===== src/logic/single_write_pkg.sv =====
package single_write_pkg;
  // Frame characters
  localparam logic [7:0] CHAR_HEADER = 8'h3A;
  localparam logic [7:0] CHAR_CR = 8'h0D;
  localparam logic [7:0] CHAR_LF = 8'h0A;
  localparam int FRAME_CHARS = 17;
  // Field values
  localparam logic [7:0] FUNC_WRITE_SINGLE = 8'h06;
  localparam logic [7:0] ADDR_BROADCAST = 8'h00;
  localparam logic [7:0] ADDR_MAX = 8'h10;
  // Register addresses
  localparam logic [15:0] REG_DEVICE_CONTROL_ONE = 16'h0D00;
  localparam logic [15:0] REG_DEVICE_CONTROL_TWO = 16'h0D01;
  localparam logic [15:0] REG_POSITION_NUMBER = 16'h0D03;
  localparam logic [15:0] REG_POSITION_MOVEMENT = 16'h9800;
  // Reset values and field positions
  localparam logic [15:0] REG_RESET = 16'h0000;
  localparam int SERVO_ON_BIT = 12;
  localparam int HOME_BIT = 4;
  // Decoded frame bytes: addr, func, reg hi, reg lo, data hi, data lo, lrc
  localparam int FRAME_BYTES = 7;
endpackage : single_write_pkg


===== src/logic/modbus_single_register_write.sv =====
`timescale 1ns/1ps
// Overview of operation
// RULE_01: Function 06 writes one 16-bit control register
// RULE_02: Broadcast address writes own register too
// RULE_03: Master uses axis plus one, or 00
// RULE_04: Four registers at 0D00, 0D01, 0D03, 9800
// RULE_05: Link writes only in link-command mode
// RULE_06: Parallel mode maps registers from input ports
// RULE_07: Master sends data as four hex characters
// RULE_08: Frame is seventeen characters in fixed fields
// RULE_09: LRC check field validates every frame
// RULE_10: Good write echoes the query unchanged
// RULE_11: Invalid data: no reply, register unchanged
// RULE_12: Writing 1000 to control one sets servo on
// RULE_13: Writing 1010 requests home keeping servo on
// RULE_14: Home request ignored while servo is off
// RULE_15: Master resends unchanged bits every write
// RULE_16: Master keeps servo-on bit set
// RULE_17: Master homes before position movement command
// RULE_18: Position movement write starts motion immediately
// RULE_19: Frames open with 3A, close with 0D0A
// RULE_20: Broadcast write performs write, sends no reply
module modbus_single_register_write #(
  parameter logic [7:0] AXIS_NUMBER = 8'h00
) (
  input wire logic clock,
  input wire logic rst,
  input wire logic [7:0] rx_char,
  input wire logic rx_valid,
  input wire logic tx_ready,
  input wire logic link_vs_parallel_io_select,
  input wire logic [15:0] parallel_io_control_one,
  input wire logic [15:0] parallel_io_control_two,
  input wire logic [15:0] parallel_io_position,
  output logic [7:0] tx_char,
  output logic tx_valid,
  output logic [15:0] device_control_one,
  output logic [15:0] device_control_two,
  output logic [15:0] position_number_select,
  output logic [15:0] position_movement_command,
  output logic home_request,
  output logic move_start
);

  typedef enum {st_idle, st_recv, st_check, st_echo} state_t;

  // Hex character to nibble; flags non-hex characters
  function automatic logic [4:0] hex_nibble(input logic [7:0] c);
    if (c >= 8'h30 && c <= 8'h39) hex_nibble = {1'b1, 4'(c - 8'h30)};
    else if (c >= 8'h41 && c <= 8'h46) hex_nibble = {1'b1, 4'(c - 8'h37)};
    else hex_nibble = 5'h00;
  endfunction : hex_nibble

  state_t state_ff, nxt_state;
  logic [7:0] frame_ff [single_write_pkg::FRAME_CHARS];
  logic [7:0] nxt_frame [single_write_pkg::FRAME_CHARS];
  logic [4:0] count_ff, nxt_count;
  logic [15:0] ctrl1_ff, nxt_ctrl1, ctrl2_ff, nxt_ctrl2;
  logic [15:0] posn_ff, nxt_posn, move_ff, nxt_move;
  logic [7:0] tx_char_ff, nxt_tx_char;
  logic tx_valid_ff, nxt_tx_valid, home_ff, nxt_home, start_ff, nxt_start;
  logic [7:0] bytes [single_write_pkg::FRAME_BYTES];
  logic hex_ok;
  logic [7:0] lrc_sum;
  logic [15:0] reg_addr, reg_data;
  logic addr_ok, is_bcast, frame_ok, reg_known;

  // Decode the fourteen hex characters into seven bytes
  always_comb begin
    logic [4:0] hi;
    logic [4:0] lo;
    hi = 5'h00;
    lo = 5'h00;
    hex_ok = 1'b1;
    for (int i = 0; i < single_write_pkg::FRAME_BYTES; i++) begin
      hi = hex_nibble(frame_ff[1 + 2 * i]);
      lo = hex_nibble(frame_ff[2 + 2 * i]);
      bytes[i] = {hi[3:0], lo[3:0]};
      hex_ok = hex_ok & hi[4] & lo[4];
    end
  end

  // LRC: sum of all bytes including check must be zero
  always_comb begin
    lrc_sum = 8'h00;
    for (int i = 0; i < single_write_pkg::FRAME_BYTES; i++) begin
      lrc_sum = 8'(lrc_sum + bytes[i]); // RULE_09
    end
  end

  // Frame field checks
  always_comb begin
    reg_addr = {bytes[2], bytes[3]};
    reg_data = {bytes[4], bytes[5]};
    is_bcast = bytes[0] == single_write_pkg::ADDR_BROADCAST; // RULE_02
    addr_ok = is_bcast || (bytes[0] == 8'(AXIS_NUMBER + 8'h01));
    reg_known = reg_addr == single_write_pkg::REG_DEVICE_CONTROL_ONE ||
                reg_addr == single_write_pkg::REG_DEVICE_CONTROL_TWO ||
                reg_addr == single_write_pkg::REG_POSITION_NUMBER ||
                reg_addr == single_write_pkg::REG_POSITION_MOVEMENT; // RULE_04
    frame_ok = hex_ok && lrc_sum == 8'h00 && addr_ok &&
               frame_ff[0] == single_write_pkg::CHAR_HEADER &&
               frame_ff[15] == single_write_pkg::CHAR_CR &&
               frame_ff[16] == single_write_pkg::CHAR_LF; // RULE_19
  end

  // Frame receive, check, write and echo sequencing
  always_comb begin
    nxt_state = state_ff;
    nxt_count = count_ff;
    nxt_frame = frame_ff;
    nxt_ctrl1 = ctrl1_ff;
    nxt_ctrl2 = ctrl2_ff;
    nxt_posn = posn_ff;
    nxt_move = move_ff;
    nxt_tx_char = tx_char_ff;
    nxt_tx_valid = tx_valid_ff;
    nxt_home = 1'b0;
    nxt_start = 1'b0;
    case (state_ff)
      st_idle: begin
        if (rx_valid && rx_char == single_write_pkg::CHAR_HEADER) begin // RULE_19
          nxt_frame[0] = rx_char;
          nxt_count = 5'd1;
          nxt_state = st_recv;
        end
      end
      st_recv: begin
        if (rx_valid) begin
          if (rx_char == single_write_pkg::CHAR_HEADER) begin
            nxt_count = 5'd1; // Restart on a fresh header
          end else begin
            nxt_frame[count_ff] = rx_char;
            nxt_count = 5'(count_ff + 5'd1);
            if (count_ff == 5'(single_write_pkg::FRAME_CHARS - 1)) begin // RULE_08
              nxt_state = st_check;
            end
          end
        end
      end
      st_check: begin
        nxt_state = st_idle;
        // Bad frames, other functions and unknown registers get no reply
        if (frame_ok && bytes[1] == single_write_pkg::FUNC_WRITE_SINGLE && reg_known &&
            !link_vs_parallel_io_select) begin // RULE_01 RULE_05 RULE_11
          case (reg_addr)
            single_write_pkg::REG_DEVICE_CONTROL_ONE: begin
              nxt_ctrl1 = reg_data; // RULE_12 RULE_13
              nxt_home = reg_data[single_write_pkg::HOME_BIT] &&
                         !ctrl1_ff[single_write_pkg::HOME_BIT] &&
                         ctrl1_ff[single_write_pkg::SERVO_ON_BIT] &&
                         reg_data[single_write_pkg::SERVO_ON_BIT]; // RULE_14
            end
            single_write_pkg::REG_DEVICE_CONTROL_TWO: nxt_ctrl2 = reg_data;
            single_write_pkg::REG_POSITION_NUMBER: nxt_posn = reg_data;
            default: begin
              nxt_move = reg_data;
              nxt_start = 1'b1; // RULE_18
            end
          endcase
          if (!is_bcast) begin // RULE_20
            nxt_count = 5'd0;
            nxt_state = st_echo; // RULE_10
          end
        end
      end
      st_echo: begin
        if (!tx_valid_ff || tx_ready) begin
          if (count_ff == 5'(single_write_pkg::FRAME_CHARS)) begin
            nxt_tx_valid = 1'b0;
            nxt_state = st_idle;
          end else begin
            nxt_tx_char = frame_ff[count_ff];
            nxt_tx_valid = 1'b1;
            nxt_count = 5'(count_ff + 5'd1);
          end
        end
      end
      default: nxt_state = st_idle;
    endcase
    // Parallel mode drives registers from input ports
    if (link_vs_parallel_io_select) begin // RULE_06
      nxt_home = parallel_io_control_one[single_write_pkg::HOME_BIT] &&
                 !ctrl1_ff[single_write_pkg::HOME_BIT] &&
                 ctrl1_ff[single_write_pkg::SERVO_ON_BIT] &&
                 parallel_io_control_one[single_write_pkg::SERVO_ON_BIT]; // RULE_14
      nxt_ctrl1 = parallel_io_control_one;
      nxt_ctrl2 = parallel_io_control_two;
      nxt_posn = parallel_io_position;
    end
  end

  // State registers
  always_ff @(posedge clock or posedge rst) begin
    if (rst) begin
      state_ff <= st_idle;
      count_ff <= 5'd0;
      for (int i = 0; i < single_write_pkg::FRAME_CHARS; i++) frame_ff[i] <= 8'h00;
      ctrl1_ff <= single_write_pkg::REG_RESET;
      ctrl2_ff <= single_write_pkg::REG_RESET;
      posn_ff <= single_write_pkg::REG_RESET;
      move_ff <= single_write_pkg::REG_RESET;
      tx_char_ff <= 8'h00;
      tx_valid_ff <= 1'b0;
      home_ff <= 1'b0;
      start_ff <= 1'b0;
    end else begin
      state_ff <= nxt_state;
      count_ff <= nxt_count;
      frame_ff <= nxt_frame;
      ctrl1_ff <= nxt_ctrl1;
      ctrl2_ff <= nxt_ctrl2;
      posn_ff <= nxt_posn;
      move_ff <= nxt_move;
      tx_char_ff <= nxt_tx_char;
      tx_valid_ff <= nxt_tx_valid;
      home_ff <= nxt_home;
      start_ff <= nxt_start;
    end
  end

  // Outputs straight from flip-flops
  assign tx_char = tx_char_ff;
  assign tx_valid = tx_valid_ff;
  assign device_control_one = ctrl1_ff;
  assign device_control_two = ctrl2_ff;
  assign position_number_select = posn_ff;
  assign position_movement_command = move_ff;
  assign home_request = home_ff;
  assign move_start = start_ff;

endmodule : modbus_single_register_write


===== config.mk =====
export PLATFORM = sky130hd
export DESIGN_NAME = modbus_single_register_write
export DESIGN_NICKNAME = d
export VERILOG_FILES = /design/src/logic/single_write_pkg.sv /design/src/logic/modbus_single_register_write.sv
export SDC_FILE = /design/constraint.sdc
export NUM_CORES = 1
export LEC_CHECK = 0
export BUFFER_PORTS_ARGS = -buffer_cell sky130_fd_sc_hd__buf_2
export CORE_MARGIN = 3
export CORE_UTILIZATION = 57
export CTS_BUF_LIST = sky130_fd_sc_hd__clkbuf_8
export DETAILED_ROUTE_END_ITERATION = 8
export PLACE_DENSITY_LB_ADDON = 0.1
export SLEW_MARGIN = 40
export SYNTH_ARGS = -nofsm -noshare
export SYNTH_HDL_FRONTEND = slang
export SYNTH_SLANG_ARGS = --single-unit

===== constraint.sdc =====
create_clock -name clock -period 20.7 [get_ports clock]
set_input_delay 2.07 -clock clock [delete_from_list [all_inputs] [get_ports clock]]
set_output_delay 2.07 -clock clock [all_outputs]
set_load 0.02 [all_outputs]

After elaboration in Yosys (flattened, before gate mapping). Cells that the tools add are included.

$add $sub $neg: 35. Multiply operators: 0. Div/mod/pow operators: 0. Magnitude comparators: 58. Eq/ne operators: 24. Shifts and indexed selects: 0. Multiplexer cells: 75. Bitwise logic cells: 17. Reductions and logical operators: 73.

Operator list (count): $mux 136 (2); $mux 16 (12); $mux 32 (6); $mux 5 (35); $bwmux 136 (1); $pmux 32 s4 (1); $ge 8x6->1 const B (14); $ge 8x7->1 const B (14); $le 8x6->1 const B (14); $le 8x7->1 const B (14); $eq 32x2->1 const B (2); $sub 4x1->4 const B (14); $sub 4x3->4 const B (14); $add 8x8->8 (6); $eq 16x12->1 const B (3); $logic_and 1x1->1 (44); $bmux 8 s5 (1); $demux 8 s5 (1); $eq 32x1->1 const B (1); $logic_not 32->1 (1); $mux 8 (4); $pmux 5 s4 (1); $ne 2x2->1 const B (9); $reduce_and 3->1 (6); 25 further kinds (62).

Register bits after elaboration: 248. Latch bits: 0. Memory bits (writable): 0. Memory bits (read-only): 0. Bits of input ports: 61. Output and inout port bits: 75. Word-level logic and storage cells: 309. Memories: 0.

Logic depth before layout (Yosys ltp). Gate-level depths: netlist of the first run.

Depth after elaboration: 28. Mapped depth: 27. Mapped depth without buffers: 24.

Least setup slack after synthesis of the first run. OpenSTA, ideal clock, no wires.

Path type: reg-to-reg. From: register frame_ff[33] in the netlist's numbering. To: register move_ff[0] (netlist: position_movement_command[0]). Library setup time: 128 ps. Arrival: 7006 ps. Data required time: 20572 ps. Setup slack: 13566 ps. Cell stages (with the launch flop): 23. Buffers on the path: 2. Clock period less this slack: 7134 ps. Path through: dfrtp_1 inv_1 ha_1 o21bai_1 a2111oi_1 o21bai_1 a21oi_1 fa_1 fa_1 fa_1 inv_1 fa_1 inv_1 fa_1 xor2_1 nand4_1 or4_1 or4_1 or4_1 buf_6 nor4_4 buf_4 mux2_1.

Word-level cells in the longest chain between the ends: 16. Elaborated cells on any way between the ends: 25. Classes of those cells: 4 x add/sub; 4 x order compare; 2 x mux; 3 x bitwise; 12 x reduce/logical.

Ends and longest elaborated chain: from (decl) (RTL line modbus_single_register_write.sv:55) `logic [7:0] frame_ff [single_write_pkg::FRAME_CHARS];`; from (signal assigned) (RTL line modbus_single_register_write.sv:210) `frame_ff <= nxt_frame;`; $ge 8x7->1 or $le 8x7->1 (tied branches) (RTL line modbus_single_register_write.sv:50) `else if (c >= 8'h41 && c <= 8'h46) hex_nibble = {1'b1, 4'(c - 8'h37)};`; $logic_and 1x1->1 (RTL line modbus_single_register_write.sv:50); $mux 5 (RTL line modbus_single_register_write.sv:50); $mux 5 * (RTL line modbus_single_register_write.sv:49) `if (c >= 8'h30 && c <= 8'h39) hex_nibble = {1'b1, 4'(c - 8'h30)};`; $add 8x8->8 or $and 1x1->1 (tied branches) (2 in series) (RTL line modbus_single_register_write.sv:87, modbus_single_register_write.sv:79); $logic_not 8->1 or $and 1x1->1 (tied branches) (RTL line modbus_single_register_write.sv:101, modbus_single_register_write.sv:79); $logic_and 1x1->1 (3 in series) (RTL line modbus_single_register_write.sv:101) `frame_ok = hex_ok && lrc_sum == 8'h00 && addr_ok &&`; $logic_and 1x1->1 (RTL line modbus_single_register_write.sv:102) `frame_ff[0] == single_write_pkg::CHAR_HEADER &&`; $logic_and 1x1->1 (RTL line modbus_single_register_write.sv:103) `frame_ff[15] == single_write_pkg::CHAR_CR &&`; $logic_and 1x1->1 (3 in series) (RTL line modbus_single_register_write.sv:144) `if (frame_ok && bytes[1] == single_write_pkg::FUNC_WRITE_SINGLE && reg_known &&`; $reduce_and 3->1 (no source line); to (signal assigned) (RTL line modbus_single_register_write.sv:202) `move_ff <= single_write_pkg::REG_RESET;`; to (signal assigned) (RTL line modbus_single_register_write.sv:214) `move_ff <= nxt_move;`; to (decl) (RTL line modbus_single_register_write.sv:59) `logic [15:0] posn_ff, nxt_posn, move_ff, nxt_move;`.

Every way passes the cells marked *; elsewhere a longest branch is shown, timed or not. A chain may end at the register's enable or synchronous reset.

Final worst setup path of the first run.
From: register frame_ff[32] in the netlist's numbering. To: register move_ff[0] (netlist: position_movement_command[0]).

The elaborated chain is that of the path after synthesis.

==> flow_summary.yaml, run 1 <==
worst_setup_path:
  required_ns: 21.13
  crit_start: "frame_ff[32]"
  cpMaxStageDelayCell: "or4_1"
  critical_path.top_delay_family: "adder cells"
  cp-end-kind: "flip-flop"
  r2r_setup_slack_ns: 12.37
  r2r-start: "frame_ff[32]"
  path_class: "reg -> reg"
  slowest_delay_ns: 0.84
  crit_top_cell: "fa_1"
  startpoint_type: "flip-flop"
  arrival_ns: 8.76
  path_max_fanout: 17
  worstPathCellList: "inv_1, ha_1, o21bai_1, a2111oi_1, o21bai_1, a21oi_1, fa_1, fa_1, fa_1, inv_1, fa_1, inv_1, fa_1, xor2_1, nand4_1, or4_1, or4_1, or4_1, nor4_4, buf_4, buf_4, mux2_1"
  crit_buf_inv: 5
grt:
  first_global_vias: 12010
  grt.overflow.total: 0
  grt.busiest_layer: "met2"
  antenna_found_initial: 0
  grt_usage_pct: 32.99
  grt_use_met2_pct: 52.54
  grt_use_met3_pct: 5.194
  grt_max_degree: 106
  grt_pass1_wl_um: 72380
  grt_use_met1_pct: 45.68
placed_design:
  dp_hpwl_um: 33630
  port_buffers: 135
  placed_area_um2: 15640
  place_worst_setup_slack_ns: 12.40
  place_congestion: 0.9425
clocking:
  cts_made_buffers: 39
  tritoncts: "done"
  root_buffer: "clkbuf_8"
  postCtsHoldBufs: 0
  clock_latency_ns: 0.55
  cts_setup_buffers: 0
  clockBufferDepth: 3
  h-tree-depth: 2
  clk_pin_slew_ns: 0.06
  cts_sinks: 218
  cts-resized-gates: 0
power:
  swShare_pct: 46.19
  pwr-share-comb_pct: 49.7
  pwr-share-clk_pct: 17.0
  p_seq_share_pct: 33.3
  irDropWorstVdd_mv: 0.1076
  p_int_mw: 1.301
  powerDensity_nw_per_um2: 147.1
  p_leak_nw: 7.241
  p_switching_mw: 1.117
  power_mw: 2.417
floorplanning:
  core-area_um2: 25330
  die_area_um2: 27940
  start_util_pct: 58.44
  ioPinCount: 136
  rows: 58
  die_x_um: 167.1
  die_y_um: 167.1
sta:
  fin_setup_tns_ns: 0
  clock_skew_ns: 0.02061
  finalCritPeriodShare_pct: 40.26
  worst_hold_slack_ns: 0.5038
  rsz0062_at_grt: "false"
  setup_viol: 0
  worst_slew_pin_slew_ns: 0.8612
  final_hold_viol_count: 0
  worst_slack_ns: 12.37
  fin_crit_ns: 8.335
  drv_slew: 0
  clock.fmax_mhz: 120.0
  slew_headroom_pct: 42.44
logic_synthesis:
  synthAdderAreaFrac_pct: 9.232
  ys_warn_count: 0
  syn-num-nets: 1562
  synth_cells: 1411
  synthMuxAreaShare_pct: 16.91
  netlist_area_um2: 14800
  ys_ff_latch: 218
  synthSimpleGateAreaFrac_pct: 15.21
  synthXorXnorAreaFrac_pct: 1.243
  synthArstFlopShare_pct: 100.0
  synth-compound-area-share_pct: 15.52
  synth_top_family_by_area: "multiplexers"
  synth_cell_types: 88
  synth_area_per_cell_um2: 10.49
  synth_ff_type: "dfrtp_1"
  synth_edf_count: 0
  yosysSeqAreaShare_pct: 36.86
finish:
  layout_commonest_cell: "dfrtp_1"
  area_growth_pct: 11.00
  nNetsFinal: 1664
  drive_gt1_share_pct: 26.56
  final_area_um2: 16430
  most-common-layout-cells: "217 x dfrtp_1, 142 x mux2_2, 135 x buf_2"
  insertedDiodeCount: 0
routing:
  routedWlPerCell_um: 25.00
  routed_wl_um: 46650
  drc: 0
  vias: 12450
  via_per_inst: 6.674
  first_pass_iters: 5
  ant_nets: 0
  drt-initial-drc-count: 1425
run:
  max_cap_violations: 0
hold_path:
  min_path_type: "reg -> reg"
  holdCritStartpoint: "position_movement_command[15]"
outcome:
  status: "finished, final reports clean"
[cells by family after synthesis]
family | after synthesis
DFF | 218
muxes | 191
xor gates and xnor gates | 16
and+or+nand+nor | 406
AOI/OAI and AO/OA | 311
buffers and inverters | 179
adders and majority gates | 90
[area by class of cell]
type / instances / area, um2
clock buffer: 48 / 660.6
inverter: 88 / 337.8
multi-input combinational: 1014 / 8633
timing repair buffer: 152 / 807.0
sequential: 218 / 5459
tap: 330 / 412.9
fill: 2070 / 8899
clock inverter: 16 / 117.6
[per-stage QoR]
stage / instances / util, %
floorplan: 1411 / -
global placement: 1800 / 61.61
detailed placement: 1802 / 61.73
CTS: 1866 / 64.81
global route: 1866 / 64.87
finish: 1866 / 64.87
[worst reg2reg max path: stages, from the launching register on]
cell and delay, ns:
dfrtp_1 0.46, inv_1 0.10, ha_1 0.17, o21bai_1 0.06, a2111oi_1 0.81, o21bai_1 0.21
a21oi_1 0.25, fa_1 0.58, fa_1 0.53, fa_1 0.55, inv_1 0.07, fa_1 0.53
inv_1 0.07, fa_1 0.45, xor2_1 0.21, nand4_1 0.11, or4_1 0.48, or4_1 0.39
or4_1 0.84, nor4_4 0.55, buf_4 0.25, buf_4 0.18, mux2_1 0.34
[Yosys cell counts, types with 38 or more instances]
library cell | count | area [um2]
o21ai_0 | 54 | 270.3
mux2_2 | 142 | 1599
nand2_1 | 101 | 379.1
ha_1 | 58 | 725.7
dfrtp_1 | 218 | 5455
a21oi_1 | 38 | 190.2
nor2_1 | 76 | 285.3
clkbuf_1 | 69 | 259.0
o41ai_1 | 47 | 411.6
nand3_1 | 55 | 275.3
inv_1 | 88 | 330.3
[power by group through the flow]
stage | combinational, mW | clock (mW) | sequential [mW]
2_1_floorplan | 0.892 | 0 | 0.709
3_3_place_gp | 1.15 | 0 | 0.793
3_5_place_dp | 1.17 | 0 | 0.800
4_1_cts | 1.18 | 0.417 | 0.795
5_1_grt | 1.29 | 0.435 | 0.827
6_report | 1.20 | 0.412 | 0.805
[registers in the layout, summed over array words and instances, names as in the netlist]
signal / cells
count_ff: 5
tx_valid: 1
device_control_one: 16
move_start: 1
tx_char: 8
position_number_select: 16
state_ff: 2
position_movement_command: 16
frame_ff: 136
home_request: 1
device_control_two: 16
[worst paths after layout]
| kind | end | cells past startpoint |
|---|---|---|
| setup / recovery | position_movement_command[0] | 22 |
| hold / removal | position_movement_command[15] | 1 |
| setup reg to reg | position_movement_command[0] | 22 |
| hold reg to reg | position_movement_command[15] | 1 |
| max in group asynchronous | device_control_two[10] | 4 |
| min in group asynchronous | device_control_one[0] | 2 |
[per-layer routing]
metal	up-vias	routed length (um)
li1	5493	-
met1	6211	19290
met2	601	21540
met3	149	3671
met4	0	2139
met5	-	0
Note: power is estimated with default switching activity, not from simulation.
==> run 2, diff against run 1 <==
--- a/config.mk
+++ b/config.mk
@@ -7,7 +7,7 @@
 export LEC_CHECK = 0
 export BUFFER_PORTS_ARGS = -buffer_cell sky130_fd_sc_hd__buf_2
 export CORE_MARGIN = 3
-export CORE_UTILIZATION = 57
+export CORE_UTILIZATION = 56
 export CTS_BUF_LIST = sky130_fd_sc_hd__clkbuf_8
 export DETAILED_ROUTE_END_ITERATION = 8
 export PLACE_DENSITY_LB_ADDON = 0.1
==> constraint.sdc (replaced) <==
create_clock -name clock -period 7.34 [get_ports clock]
set_input_delay 0.734 -clock clock [delete_from_list [all_inputs] [get_ports clock]]
set_output_delay 0.734 -clock clock [all_outputs]
set_load 0.02 [all_outputs]
==> run 2 against run 1 <==
  * Die area is 1.7% higher
  * Routed wire length is 1.7% higher
  * Combinational power grew to 3.1 times the previous value
  * Critical path depth is 1 lower
  * Global-route usage is 0.16 points lower
==> flow_summary.yaml, run 2 (synthesis results as in run 1) <==
worst_setup_path:
  cp-end-kind: "flip-flop"
  path_class: "reg -> reg"
  reg2reg_to: "device_control_one[13]"
  slowest_delay_ns: 0.68
  path_max_fanout: 8
  crit_top_cell: "fa_1"
  cpMaxStageDelayCell: "or4_4"
  endpoint: "device_control_one[13]"
  worstPathCellList: "inv_1, ha_2, or3b_2, nand4_1, o22ai_1, a21o_1, inv_2, fa_1, fa_1, fa_1, inv_1, fa_1, inv_1, fa_2, xor2_2, nand4_1, or4_1, or4_1, or4_4, or4_4, o311ai_4"
  arrival_ns: 7.51
  crit_start: "frame_ff[96]"
  r2r-start: "frame_ff[96]"
  startpoint_type: "flip-flop"
  r2r_setup_slack_ns: 0.26
  r2r_cells: 21
  required_ns: 7.77
finish:
  area_growth_pct: 14.63
  drive_gt1_share_pct: 31.06
  nNetsFinal: 1694
  instances_no_fill: 1898
  insertedDiodeCount: 0
  final_area_um2: 16970
  largest_register_ffs: 136
  most-common-layout-cells: "210 x dfrtp_1, 142 x mux2_2, 135 x buf_2"
  regMostFlops: "frame_ff"
  final_util_pct: 66.42
  layout_commonest_cell: "dfrtp_1"
grt:
  grt_pass1_wl_um: 72630
  first_global_vias: 12310
  grt_max_degree: 90
  antenna_found_initial: 1
  grt_usage_pct: 32.83
  grt.overflow.total: 0
routing:
  via_per_inst: 6.651
  first_pass_iters: 6
  routedWlPerCell_um: 25.00
  drc: 0
  drt-initial-drc-count: 1151
  ant_nets: 0
  routed_wl_um: 47450
  vias: 12620
sta:
  setup_viol: 0
  fin_setup_tns_ns: 0
  clock_skew_ns: 0.03861
  finalCritPeriodShare_pct: 96.49
  drv_slew: 0
  clock.fmax_mhz: 141.2
  fin_crit_ns: 7.082
  worst_slew_pin_slew_ns: 0.9654
  final_hold_viol_count: 0
  slew_headroom_pct: 35.46
hold_path:
  min_path_type: "in -> async"
run:
  max_cap_violations: 0
placed_design:
  dp_hpwl_um: 33620
  place_congestion: 0.9866
  placed_area_um2: 15830
  placed_cells_incl_taps: 1827
  port_buffers: 135
floorplanning:
  die_y_um: 168.6
  core-area_um2: 25540
  ioPinCount: 136
  start_util_pct: 57.94
  rows: 58
  die_x_um: 168.6
  die_area_um2: 28420
clocking:
  cts_sinks: 218
  clock_latency_ns: 0.56
  cts_made_buffers: 40
  clk_pin_slew_ns: 0.06
  tritoncts: "done"
  postCtsHoldBufs: 0
  root_buffer: "clkbuf_8"
  h-tree-depth: 2
  clockBufferDepth: 3
power:
  p_leak_nw: 7.534
  pwr-share-comb_pct: 52.4
  p_switching_mw: 3.271
  swShare_pct: 46.33
  powerDensity_nw_per_um2: 416.1
  pwr-share-clk_pct: 16.5
  power_mw: 7.059
  irDropWorstVdd_mv: 0.4547
  p_seq_share_pct: 31.1
  p_int_mw: 3.789
outcome:
  status: "finished, final reports clean"
-- run 2: cell types whose count changed in the layout (fill, tap and decap cells not counted), sizes merged --
cell / change
clkinvlp: +1
clkbuf: -2
or4: +1
buf: +28
inv: +4
-- run 2: area by class of cell --
class	instances	area, um2
clock inverter	21	148.9
sequential	218	5465
clock buffer	46	633.1
inverter	88	337.8
multi-input combinational	1015	8939
timing repair buffer	180	1030
fill	2106	8578
tap	330	412.9
-- run 2: repair_timing --
item / in CTS / in global routing
setup endpoints to repair: 0 / 36
buffers inserted: 0 / 3
gates resized for setup: 0 / 62
-- run 2: how the worst min path moves through the flow --
stage	from	end	slack (ns)	depth (start not counted)
after floorplan	frame_ff[131]	frame_ff[131]	0.50	1
after global placement	position_movement_command[15]	position_movement_command[15]	0.48	1
after detailed placement	position_movement_command[15]	position_movement_command[15]	0.49	1
after CTS	rst	frame_ff[27]	0.30	2
after global routing	rst	frame_ff[36]	0.34	2
final	rst	device_control_one[0]	0.30	2
-- run 2: critical path, delay by kind of cell, from the launching register on --
family / cells / cell delay (ns)
buf+inv: 4 / 0.32
simple gates: 7 / 2.85
xor+xnor: 1 / 0.17
compound gates: 3 / 0.57
flops: 1 / 0.43
fa+ha+maj: 6 / 2.63
-- run 2: through the flow --
stage / hold slack [ns] / worst slack, ns
3_5_place_dp: 0.4874 / 0.03898
5_1_grt: 0.3398 / -0.04189
3_3_place_gp: 0.4837 / 0.1520
6_report: 0.2968 / 0.2579
2_1_floorplan: 0.5021 / 0.2060
4_1_cts: 0.3033 / 0.01348
-- run 2: per-layer routing --
metal  track usage [%]  share of wire (%)  vias up
met5                 0                  0        -
met4             13.84                4.8        0
met3             6.189                8.0      154
met2             52.39                 46      651
met1             44.41                 41     6277
li1                  -                  -     5542
-- run 2: power by group through the flow --
stage	Combinational [mW]	Sequential, mW	Clock (mW)
2_1_floorplan	2.52	2.00	0
3_3_place_gp	3.48	2.16	0
3_5_place_dp	3.53	2.17	0
4_1_cts	3.55	2.16	1.18
5_1_grt	3.98	2.25	1.23
6_report	3.70	2.19	1.17
==> run 3, diff against run 2 <==
--- a/config.mk
+++ b/config.mk
@@ -6,12 +6,15 @@
 export NUM_CORES = 1
 export LEC_CHECK = 0
 export BUFFER_PORTS_ARGS = -buffer_cell sky130_fd_sc_hd__buf_2
+export CELL_PAD_IN_SITES_DETAIL_PLACEMENT = 0
+export CELL_PAD_IN_SITES_GLOBAL_PLACEMENT = 2
 export CORE_MARGIN = 3
-export CORE_UTILIZATION = 56
+export CORE_UTILIZATION = 37
 export CTS_BUF_LIST = sky130_fd_sc_hd__clkbuf_8
 export DETAILED_ROUTE_END_ITERATION = 8
+export MAX_ROUTING_LAYER = met4
 export PLACE_DENSITY_LB_ADDON = 0.1
-export SLEW_MARGIN = 40
+export SLEW_MARGIN = 25
 export SYNTH_ARGS = -nofsm -noshare
 export SYNTH_HDL_FRONTEND = slang
 export SYNTH_SLANG_ARGS = --single-unit
==> run 3 against run 2 <==
  * Design area rose by 2.3%
  * Clock power grew 8%
  * Combinational power is 4% higher
  * Non-clock buffer count grew 31
  * Critical path depth shrank 3
  * Via count down 1.8%
  * First-iteration DRC count decreased by 11%
  * Largest cell class unchanged
  * Final cell count up 12%
==> flow_summary.yaml, run 3 (synthesis results as in run 1) <==
sta:
  setup_viol: 0
  final_hold_viol_count: 0
  rsz0062_at_grt: "false"
  clock.fmax_mhz: 140.5
  fin_crit_ns: 7.118
  slew_headroom_pct: 37.97
  finalCritPeriodShare_pct: 96.98
  clock_skew_ns: 0.03805
  worst_slew_pin_slew_ns: 0.9233
  drv_slew: 0
clocking:
  clk_pin_slew_ns: 0.06
  clock_latency_ns: 0.60
  cts_setup_buffers: 0
  cts_made_buffers: 42
  tritoncts: "done"
  clockBufferDepth: 3
  root_buffer: "clkbuf_8"
  cts_sinks: 218
  h-tree-depth: 2
worst_setup_path:
  startpoint_type: "flip-flop"
  cp-end-kind: "flip-flop"
  arrival_ns: 7.61
  endpoint: "device_control_one[11]"
  r2r-start: "frame_ff[87]"
  r2r_setup_slack_ns: 0.22
  r2r_cells: 18
  required_ns: 7.83
  crit_start: "frame_ff[87]"
  reg2reg_to: "device_control_one[11]"
  path_class: "reg -> reg"
  path_max_fanout: 8
run:
  max_cap_violations: 0
floorplanning:
  die_y_um: 206.0
  start_util_pct: 37.86
  die_x_um: 206.0
  rows: 72
  ioPinCount: 136
  die_area_um2: 42440
  core-area_um2: 39100
finish:
  drive_gt1_share_pct: 30.41
  multiInputGateArea_um2: 8750
  final_area_um2: 17360
  layout_commonest_cell: "dfrtp_1"
  largest_register_ffs: 136
  seq_area_um2: 5458
  nNetsFinal: 1727
  most-common-layout-cells: "216 x dfrtp_1, 142 x mux2_2, 135 x buf_2"
  instances_no_fill: 2126
  insertedDiodeCount: 0
  nFillCells: 3814
  area_growth_pct: 17.29
  regMostFlops: "frame_ff"
hold_path:
  min_path_type: "in -> async"
power:
  p_switching_mw: 3.360
  p_int_mw: 3.930
  powerDensity_nw_per_um2: 420.0
  p_leak_nw: 7.636
  irDropWorstVdd_mv: 0.4018
  pwr-share-comb_pct: 52.9
  pwr-share-clk_pct: 17.3
  swShare_pct: 46.09
  p_seq_share_pct: 29.8
routing:
  drt-initial-drc-count: 1023
  routed_wl_um: 53170
  drc: 0
  via_per_inst: 5.830
  ant_nets: 0
  routedWlPerCell_um: 25.01
  first_pass_iters: 5
  vias: 12390
grt:
  grt.overflow.total: 0
  antenna_found_initial: 0
  grt_usage_pct: 25.74
  grt_max_degree: 82
  first_global_vias: 12130
  grt_pass1_wl_um: 79090
placed_design:
  placed_area_um2: 16330
  dp_hpwl_um: 39540
  place_congestion: 0.8834
  port_buffers: 135
  placed_cells_incl_taps: 2049
outcome:
  status: "finished, final reports clean"
-- run 3: cell count changes in the layout (fill, tap and decap cells not counted), sizes merged --
cell | previous run | this run
clkbuf | 46 | 52
clkinvlp | 1 | 0
inv | 102 | 104
clkinv | 4 | 6
buf | 180 | 211
-- run 3: layer usage --
metal / part of all wire, % / track usage, % / up-vias
li1: - / - / 5640
met1: 47 / 37.33 / 6271
met2: 45 / 37.78 / 427
met3: 6.5 / 4.520 / 56
met4: 1.7 / 5.867 / 0
met5: 0 / - / -
-- run 3: repair_timing --
item                                    in CTS  in global routing
cloned                                       0                  1
hold buffers                                 0                  0
pin swaps                                    0                  5
endpoints found under the setup margin      12                 31
resized for setup                            2                 22
-- run 3: power groups by stage --
stage,Clock (mW),Combinational (mW),Sequential (mW)
floorplan,0,2.52,2.00
global placement,0,3.77,2.16
detailed placement,0,3.78,2.16
CTS,1.31,3.80,2.15
global route,1.35,4.18,2.24
finish,1.26,3.86,2.17
-- run 3: layout make-up --
cell class	instances	share of cell area, %
multi-input combinational	1015	50.40
clock inverter	24	0.9586
inverter	88	1.946
clock buffer	52	4.123
timing repair buffer	211	7.395
tap	518	3.734
sequential	218	31.44
-- run 3: worst min path at each step --
| stage | end |
|---|---|
| finish | tx_valid |
| floorplan | frame_ff[131] |
| global route | tx_valid |
| CTS | position_movement_command[8] |
| detailed placement | position_movement_command[0] |
| global placement | position_movement_command[4] |
-- run 3: metrics by stage --
stage / setup slack, ns / power [mW] / TNS [ns] / hold WS, ns / utilization [%]
after floorplan: 0.2060 / 4.515 / 0 / 0.5021 / -
after detailed placement: -0.006230 / 5.943 / -0.006230 / 0.4766 / 41.78
after CTS: 0.05939 / 7.259 / 0 / 0.2191 / 44.06
after global routing: 0.01220 / 7.775 / 0 / 0.2561 / 44.40
final: 0.2219 / 7.290 / 0 / 0.2232 / 44.40
after global placement: -0.03104 / 5.933 / -0.3293 / 0.4655 / 41.78
-- run 3: critical path, stage by stage, from the launching register on --
cell and delay [ns]:
dfrtp_1 0.40, or4b_1 0.57, a311o_1 0.38, a22o_1 0.22, nand2b_1 0.18, fa_1 0.54, fa_1 0.45, fa_1 0.55
inv_1 0.06, fa_1 0.53, inv_1 0.07, fa_1 0.46, xor2_1 0.19, nand4_1 0.10, or4_1 0.49, or4_1 0.42
or4_4 0.49, or4_4 0.65, o311ai_2 0.29
